[src/include/ufs_map.svh]
`ifndef UFS_MAP_SVH
`define UFS_MAP_SVH

// register byte addresses
`define UFS_ADDR_TRANSFER_MODE   32'h5000_1094
`define UFS_ADDR_QUEUE_ENABLE    32'h5000_1098
`define UFS_ADDR_RX_THRESHOLD    32'h5000_109C
`define UFS_ADDR_QUEUE_CONTROL   32'h5000_10C0
`define UFS_ADDR_EVENT_STATUS    32'h5000_10C4
`define UFS_ADDR_EVENT_MASK      32'h5000_10C8

// queue_control_word field positions
`define UFS_QCW_ENABLE_BIT       0
`define UFS_QCW_RX_RESET_BIT     1
`define UFS_QCW_TX_RESET_BIT     2
`define UFS_QCW_MODE_BIT         3
`define UFS_QCW_TX_TRIG_LSB      4
`define UFS_QCW_RX_TRIG_LSB      6

// event status bit positions
`define UFS_EVT_RX_AVAIL         0
`define UFS_EVT_QUEUE_RESET      1
`define UFS_EVT_TX_EMPTY         2

// reset values
`define UFS_RST_MODE             1'h0
`define UFS_RST_ENABLE           1'h0
`define UFS_RST_RX_TRIG          2'h0
`define UFS_RST_TX_TRIG          2'h0
`define UFS_RST_EVENTS           3'h0
`define UFS_RST_RDATA            16'h0000

// receive trigger codes
`define UFS_TRIG_ONE             2'h0
`define UFS_TRIG_QUARTER         2'h1
`define UFS_TRIG_HALF            2'h2
`define UFS_TRIG_TWO_LESS        2'h3

`endif

[src/include/ufs_pkg.sv]
package ufs_pkg;

  typedef struct packed {
    logic [31:0] addr;
    logic [15:0] wdata;
    logic        wr;
    logic        rd;
  } ufs_bus_req_t;

  typedef struct packed {
    logic        dma_rx_req_n;
    logic        dma_tx_req_n;
  } ufs_dma_t;

  typedef struct packed {
    logic        mode;
    logic        enable;
    logic [1:0]  rx_trig;
    logic [1:0]  tx_trig;
    logic [2:0]  status;
    logic [2:0]  mask;
    logic [15:0] rdata;
    logic        rx_fifo_rst;
    logic        tx_fifo_rst;
    logic        rx_avail;
    logic        tx_empty;
    ufs_dma_t    dma;
    logic        irq;
  } ufs_state_t;

endpackage : ufs_pkg

[src/verilog/ufs_threshold.sv]
`timescale 1ns/1ps
`include "ufs_map.svh"

module ufs_threshold #(
  parameter int DEPTH = 16,
  parameter int LW    = 5
) (
  input  wire logic [1:0]    trig,
  input  wire logic          enable,
  output logic      [LW-1:0] level
);

  function automatic logic [LW-1:0] trig_level(input logic [1:0] code);
    logic [LW-1:0] d;
    d = LW'(DEPTH);
    case (code)
      `UFS_TRIG_ONE:     trig_level = LW'(1);
      `UFS_TRIG_QUARTER: trig_level = d >> 2;
      `UFS_TRIG_HALF:    trig_level = d >> 1;
      default:           trig_level = d - LW'(2);
    endcase
  endfunction : trig_level

  // queues off: holding register behaves as one character
  always_comb begin
    if (enable) begin
      level = trig_level(trig);
    end else begin
      level = LW'(1);
    end
  end

endmodule : ufs_threshold

[src/verilog/ufs_top.sv]
// The implementer's own choice: the strobed register port.
`timescale 1ns/1ps
`include "ufs_map.svh"

// Summary of operation
// - A one-bit alias register writes only the DMA mode field of the queue control word.
// - The DMA mode field picks signalling mode 0 or 1 for both active-low request outputs.
// - A one-bit alias register writes only the queue enable field of the control word.
// - Enable at 1 puts both transmit and receive queues in use; at 0 both are disabled.
// - Enable going from 1 to 0 resets pointers and counts of both queues.
// - A two-bit alias register writes only the receive trigger field of the control word.
// - Trigger 00 is one character, 01 a quarter, 10 half, 11 two below full.
// - In DMA mode 1 the receive request goes low once the receive queue reaches the trigger.
// - All alias registers read and write, reset to 0, and read 0 in unused upper bits.

module ufs_top #(
  parameter int DEPTH = 16,
  parameter int LW    = 5
) (
  input  wire logic          clk,
  input  wire logic          rst_n,
  input  wire logic [31:0]   addr,
  input  wire logic [15:0]   wdata,
  input  wire logic          wr,
  input  wire logic          rd,
  output logic      [15:0]   rdata,
  input  wire logic [LW-1:0] rx_level,
  input  wire logic [LW-1:0] tx_level,
  output logic               queue_enable,
  output logic               rx_fifo_rst,
  output logic               tx_fifo_rst,
  output logic               rx_avail,
  output logic               dma_rx_req_n,
  output logic               dma_tx_req_n,
  output logic               irq
);

  ////////////////////////////////////////////////////////////////////////////////
  // state and bus request

  ufs_pkg::ufs_state_t   st_ff;
  ufs_pkg::ufs_state_t   nxt_st;
  ufs_pkg::ufs_bus_req_t req;
  logic [LW-1:0]         trig_lvl;

  assign req.addr  = addr;
  assign req.wdata = wdata;
  assign req.wr    = wr;
  assign req.rd    = rd;

  ////////////////////////////////////////////////////////////////////////////////
  // helpers

  function automatic logic hit(input ufs_pkg::ufs_bus_req_t r, input logic [31:0] a);
    hit = (r.addr == a);
  endfunction : hit

  function automatic logic [15:0] qcw_image(input ufs_pkg::ufs_state_t s);
    logic [15:0] w;
    w = 16'h0000;
    w[`UFS_QCW_ENABLE_BIT] = s.enable;
    w[`UFS_QCW_MODE_BIT] = s.mode;
    w[`UFS_QCW_TX_TRIG_LSB +: 2] = s.tx_trig;
    w[`UFS_QCW_RX_TRIG_LSB +: 2] = s.rx_trig;
    qcw_image = w;
  endfunction : qcw_image

  function automatic logic [15:0] zext3(input logic [2:0] v);
    zext3 = {13'h0000, v};
  endfunction : zext3

  ////////////////////////////////////////////////////////////////////////////////
  // receive trigger level

  ufs_threshold #(
    .DEPTH (DEPTH),
    .LW    (LW)
  ) u_thresh (
    .trig   (st_ff.rx_trig),
    .enable (st_ff.enable),
    .level  (trig_lvl)
  );

  ////////////////////////////////////////////////////////////////////////////////
  // next state

  logic        wr_mode;
  logic        wr_enable;
  logic        wr_rxtrig;
  logic        wr_qcw;
  logic        rd_status;
  logic        lvl_hit;
  logic        tx_low;
  logic        drop_en;
  logic [2:0]  evt_set;
  logic [2:0]  evt_clr;
  logic [15:0] rd_word;

  always_comb begin
    nxt_st    = st_ff;
    wr_mode   = req.wr && hit(req, `UFS_ADDR_TRANSFER_MODE);
    wr_enable = req.wr && hit(req, `UFS_ADDR_QUEUE_ENABLE);
    wr_rxtrig = req.wr && hit(req, `UFS_ADDR_RX_THRESHOLD);
    wr_qcw    = req.wr && hit(req, `UFS_ADDR_QUEUE_CONTROL);
    rd_status = req.rd && hit(req, `UFS_ADDR_EVENT_STATUS);
    drop_en   = 1'b0;
    evt_set   = 3'h0;
    evt_clr   = 3'h0;
    rd_word   = 16'h0000;

    // alias writes touch only their own field
    if (wr_mode) begin
      nxt_st.mode = req.wdata[0];
    end
    if (wr_enable) begin
      nxt_st.enable = req.wdata[0];
    end
    if (wr_rxtrig) begin
      nxt_st.rx_trig = req.wdata[1:0];
    end

    // full control word write
    nxt_st.rx_fifo_rst = 1'b0;
    nxt_st.tx_fifo_rst = 1'b0;
    if (wr_qcw) begin
      nxt_st.enable  = req.wdata[`UFS_QCW_ENABLE_BIT];
      nxt_st.mode    = req.wdata[`UFS_QCW_MODE_BIT];
      nxt_st.tx_trig = req.wdata[`UFS_QCW_TX_TRIG_LSB +: 2];
      nxt_st.rx_trig = req.wdata[`UFS_QCW_RX_TRIG_LSB +: 2];
      // self-clearing queue resets
      nxt_st.rx_fifo_rst = req.wdata[`UFS_QCW_RX_RESET_BIT];
      nxt_st.tx_fifo_rst = req.wdata[`UFS_QCW_TX_RESET_BIT];
    end

    // disabling after enabled resets both queue controllers
    drop_en = st_ff.enable && !nxt_st.enable;
    if (drop_en) begin
      nxt_st.rx_fifo_rst = 1'b1;
      nxt_st.tx_fifo_rst = 1'b1;
    end

    // receive level against trigger
    lvl_hit = (rx_level >= trig_lvl);
    tx_low  = (tx_level == LW'(0));
    nxt_st.rx_avail = lvl_hit;
    nxt_st.tx_empty = tx_low;

    // request outputs, active low
    if (st_ff.mode) begin
      // mode 1: rx on trigger, tx while room in queue
      nxt_st.dma.dma_rx_req_n = !lvl_hit;
      nxt_st.dma.dma_tx_req_n = !(tx_level < LW'(DEPTH));
    end else begin
      // mode 0: rx on any character, tx on empty
      nxt_st.dma.dma_rx_req_n = (rx_level == LW'(0));
      nxt_st.dma.dma_tx_req_n = !tx_low;
    end
    // a queue in reset raises no request
    if (nxt_st.rx_fifo_rst) begin
      nxt_st.dma.dma_rx_req_n = 1'b1;
    end
    if (nxt_st.tx_fifo_rst) begin
      nxt_st.dma.dma_tx_req_n = 1'b1;
    end

    // events, set wins over read clear
    evt_set[`UFS_EVT_RX_AVAIL]    = lvl_hit && !st_ff.rx_avail;
    evt_set[`UFS_EVT_QUEUE_RESET] = nxt_st.rx_fifo_rst || nxt_st.tx_fifo_rst;
    evt_set[`UFS_EVT_TX_EMPTY]    = tx_low && !st_ff.tx_empty;
    if (rd_status) begin
      evt_clr = 3'h7;
    end
    nxt_st.status = (st_ff.status & ~evt_clr) | evt_set;

    if (req.wr && hit(req, `UFS_ADDR_EVENT_MASK)) begin
      nxt_st.mask = req.wdata[2:0];
    end

    // read mux, unused bits and unmapped addresses read 0
    if (req.rd) begin
      case (req.addr)
        `UFS_ADDR_TRANSFER_MODE: rd_word = {15'h0000, st_ff.mode};
        `UFS_ADDR_QUEUE_ENABLE:  rd_word = {15'h0000, st_ff.enable};
        `UFS_ADDR_RX_THRESHOLD:  rd_word = {14'h0000, st_ff.rx_trig};
        `UFS_ADDR_QUEUE_CONTROL: rd_word = qcw_image(st_ff);
        `UFS_ADDR_EVENT_STATUS:  rd_word = zext3(st_ff.status);
        `UFS_ADDR_EVENT_MASK:    rd_word = zext3(st_ff.mask);
        default:                 rd_word = 16'h0000;
      endcase
    end
    nxt_st.rdata = rd_word;

    nxt_st.irq = |(nxt_st.status & nxt_st.mask);
  end

  ////////////////////////////////////////////////////////////////////////////////
  // registers

  always_ff @(posedge clk) begin
    if (!rst_n) begin
      st_ff.mode              <= `UFS_RST_MODE;
      st_ff.enable            <= `UFS_RST_ENABLE;
      st_ff.rx_trig           <= `UFS_RST_RX_TRIG;
      st_ff.tx_trig           <= `UFS_RST_TX_TRIG;
      st_ff.status            <= `UFS_RST_EVENTS;
      st_ff.mask              <= `UFS_RST_EVENTS;
      st_ff.rdata             <= `UFS_RST_RDATA;
      st_ff.rx_fifo_rst       <= 1'b0;
      st_ff.tx_fifo_rst       <= 1'b0;
      st_ff.rx_avail          <= 1'b0;
      st_ff.tx_empty          <= 1'b1;  // idle queue is empty, no false event
      st_ff.dma.dma_rx_req_n  <= 1'b1;
      st_ff.dma.dma_tx_req_n  <= 1'b1;
      st_ff.irq               <= 1'b0;
    end else begin
      st_ff <= nxt_st;
    end
  end

  ////////////////////////////////////////////////////////////////////////////////
  // outputs

  assign rdata        = st_ff.rdata;
  assign queue_enable = st_ff.enable;
  assign rx_fifo_rst  = st_ff.rx_fifo_rst;
  assign tx_fifo_rst  = st_ff.tx_fifo_rst;
  assign rx_avail     = st_ff.rx_avail;
  assign dma_rx_req_n = st_ff.dma.dma_rx_req_n;
  assign dma_tx_req_n = st_ff.dma.dma_tx_req_n;
  assign irq          = st_ff.irq;

endmodule : ufs_top

[config.mk]
export PLATFORM = sky130hd
export DESIGN_NAME = ufs_top
export DESIGN_NICKNAME = d
export VERILOG_FILES = /design/src/include/ufs_pkg.sv /design/src/verilog/ufs_threshold.sv /design/src/verilog/ufs_top.sv
export VERILOG_INCLUDE_DIRS = /design/src /design/src/include
export SDC_FILE = /design/constraint.sdc
export NUM_CORES = 1
export LEC_CHECK = 0
export BUFFER_PORTS_ARGS = -buffer_cell sky130_fd_sc_hd__buf_2
export CAP_MARGIN = 20
export CORE_MARGIN = 10
export CORE_UTILIZATION = 40
export CTS_BUF_LIST = sky130_fd_sc_hd__clkbuf_8 sky130_fd_sc_hd__clkbuf_16
export CTS_CLUSTER_SIZE = 25
export DETAILED_ROUTE_END_ITERATION = 7
export PLACE_DENSITY = 0.75
export SLEW_MARGIN = 20
export SYNTH_ARGS = -nofsm -noshare
export SYNTH_HDL_FRONTEND = slang
export SYNTH_HIERARCHICAL = 1
export SYNTH_SLANG_ARGS = --single-unit
export TNS_END_PERCENT = 50
[constraint.sdc]
create_clock -name clk -period 2.05 [get_ports clk]
set_clock_uncertainty 0.05 [all_clocks]
set_input_delay 0.1025 -clock clk [delete_from_list [all_inputs] [get_ports clk]]
set_output_delay 0.1025 -clock clk [all_outputs]
set_load 0.005 [all_outputs]
==> flow_summary.toml <==
[power]
ir_worst_vdd_mv = 0.2832
power_uw = 978.1
switching_share_pct = 24.99
p_clk_share_pct = 31.0
power.sequential.fraction_pct = 54.4
p_int_uw = 733.7
power.density_nw_per_um2 = 488.0
p_leak_nw = 0.9203
power_frac_comb_pct = 14.6
p_sw_uw = 244.4

[route]
via_per_inst = 4.936
drtAntennaViolNets = 0
dr.pass1.iters = 4
wl_per_cell_um = 13.90
drt-initial-drc-count = 58
wl_um = 4155
drc = 0
vias = 1476

[yosys]
async_flop_share_pct = 0
synth.distinct_cells = 46
yosys_warnings = 6
synth_ff_type = "dfxtp_1"
synth_edf_count = 0
synth_area_leader_cell = "dfxtp_1"
yosys.area.top_type_share_pct = 33.99
syn_inst = 184
synth-seq-cells = 27
yosys-top-cells-area = "dfxtp_1 34%, buf_4 8.0%, nor2_1 4.0%"
yosysSeqAreaShare_pct = 33.99
synth.cell_area_sq_um = 1590
syn_area_per_cell_sq_um = 8.643

[setup_path]
startpoint_type = "input pin"
cp_cell_sequence = "buf_2, or4_1, nand3b_1, nor4_4, mux2_2, o211ai_1, o221ai_2"
max_stage_delay_ns = 0.53
crit_required_ns = 2.15
cp_data_arrival_time_ns = 2.00
cp_slowest_cell = "or4_1"
path_max_fanout = 4
path_class = "in -> reg"
endpoint_kind = "flop"

[place]
dp_cells = 294
hpwl_um = 3601
place_congestion = 0.8866
portBuffers = 68

[floorplan]
core_area_sq_um = 3744
chipWidth_um = 83.06
ios = 85
dieArea_sq_um = 6898
die_h_um = 83.06
start_util_pct = 42.48
fp-row-count = 22

[clock_tree]
post_cts_buffers = 0
clockBufferDepth = 2
cts_root_buf = "clkbuf_8"
numCtsBuffers = 3
htreeDepth = 1
cts.sinks = 27
clk_pin_slew_worst_paths_ns = 0.10
cts_tree = "yes"
clkLatencyLatePin_ns = 0.27

[timing]
hold_viol = 0
min_period_ns = 1.897
max_clock_freq_mhz = 527.2
fin_crit_sh_pct = 92.53
finalSetupViolCount = 0
drv_slew = 0
rsz0062_at_grt = "true"

[global_routing]
overflow = 0
grt_pass1_vias = 1553
grt_usage_pct = 11.59
grt_max_degree = 17
antenna_found_initial = 0
grt_pass1_wl_um = 6913

[job]
drv_cap = 0

[min_path]
hold_path_class = "in -> reg"

[cells_and_area]
syn_to_final_growth_pct = 26.04
multiInputGateArea_sq_um = 893.4
instances_no_fill = 299
seqCellArea_sq_um = 546.8
diodes = 0
post-route-util_pct = 53.54
drive_above_1_share_pct = 40.64
layout.nets = 319
num-fill-cells = 378
layout_commonest_cell = "buf_2"
mostFrequentLayoutCells = "68 x buf_2, 24 x dfxtp_1, 17 x nor2_1"

[status]
status = "finished, final reports clean"
==> synthesized netlist by cell type (2+ instances only) <==
cell type  count
dfxtp_1       27
buf_4         17
nor2_1        17
nand2_1       15
inv_1         12
a21oi_1       10
and2_1         7
nor3_1         7
nor2b_1        6
ha_1           5
a22oi_1        4
a211oi_1       3
clkbuf_1       3
mux2_2         3
mux2i_1        3
nor4_2         3
a21boi_0       2
a31oi_1        2
and2_2         2
and3_1         2
conb_1         2
nand2b_1       2
nor4_1         2
nor4_4         2
nor4b_2        2
o21a_1         2
o21ai_0        2
or4_1          2
==> area by class of cell <==
class	count	area share, %
well taps	48	2.996
flip-flops and latches	27	27.28
clock inverters	1	0.3745
clock buffers	3	2.060
inverters	12	2.247
multi-input cells	131	44.57
repair buffers	77	20.47
==> critical path, delay by kind of cell <==
family / cells / cell delay, ns
AND/OR/NAND/NOR: 3 / 1.20
AO/OA/AOI/OAI: 2 / 0.22
multiplexers: 1 / 0.39
buffers and inverters: 1 / 0.09
==> through the flow <==
step	hold slack [ns]	TNS, ns	instance area, sq um	setup slack (ns)
floorplan	0.1626	0	1617	0.05896
CTS	0.006042	0	1992	0.04745
global placement	0.2798	-0.4289	1933	-0.1193
global route	0.01602	-0.02492	2004	-0.02492
detailed placement	0.2819	-0.6202	1933	-0.1464
finish	0.009431	0	2004	0.1531
==> power by group through the flow <==
stage          Clock (mW)  Combinational (mW)  Sequential, mW
2_1_floorplan           0              0.0769           0.546
3_3_place_gp            0               0.135           0.546
3_5_place_dp            0               0.140           0.546
4_1_cts             0.312               0.142           0.534
5_1_grt             0.330               0.159           0.533
6_report            0.303               0.142           0.532
==> logic make-up after synthesis <==
| kind of cell | synth area share (%) |
|---|---|
| muxes | 4.013 |
| buffers and inverters | 11.88 |
| adders and majority gates | 3.934 |
| AOI/OAI and AO/OA | 15.26 |
| DFF | 33.99 |
| and+or+nand+nor | 30.45 |
| other | 0.4722 |
==> path summary, 6_finish.rpt <==
path	from	to	slack, ns	depth (start not counted)
worst max register to register	st_ff[32]$_SDFFE_PN0P_	irq$_SDFF_PN0_	0.16	8
worst min register to register	st_ff[29]$_SDFFE_PN0N_	st_ff[29]$_SDFFE_PN0N_	0.40	2
worst max-delay path	addr[20]	irq$_SDFF_PN0_	0.15	7
worst min-delay path	wdata[4]	st_ff[29]$_SDFFE_PN0N_	0.009	3
==> state kept, by name (all words and copies together), names as in the netlist <==
signal        count
rdata             8
dma_tx_req_n      1
rx_fifo_rst       1
irq               1
dma_rx_req_n      1
tx_fifo_rst       1
queue_enable      1
st_ff            12
rx_avail          1
==> what timing repair did <==
item	CTS	global route
hold endpoints to repair	2	0
setup endpoints to repair	0	3
hold buffers	1	0
gates resized for setup	0	7
==> routing by layer <==
| layer | track usage (%) | routed length, um | part of all wire (%) |
|---|---|---|---|
| met5 | 0 | 0 | 0 |
| met4 | 2.462 | 14 | 0.34 |
| met3 | 3.809 | 299 | 7.2 |
| met2 | 21.09 | 2156 | 52 |
| met1 | 12.61 | 1685 | 41 |
No activity file was read; power rests on OpenSTA's default activity.
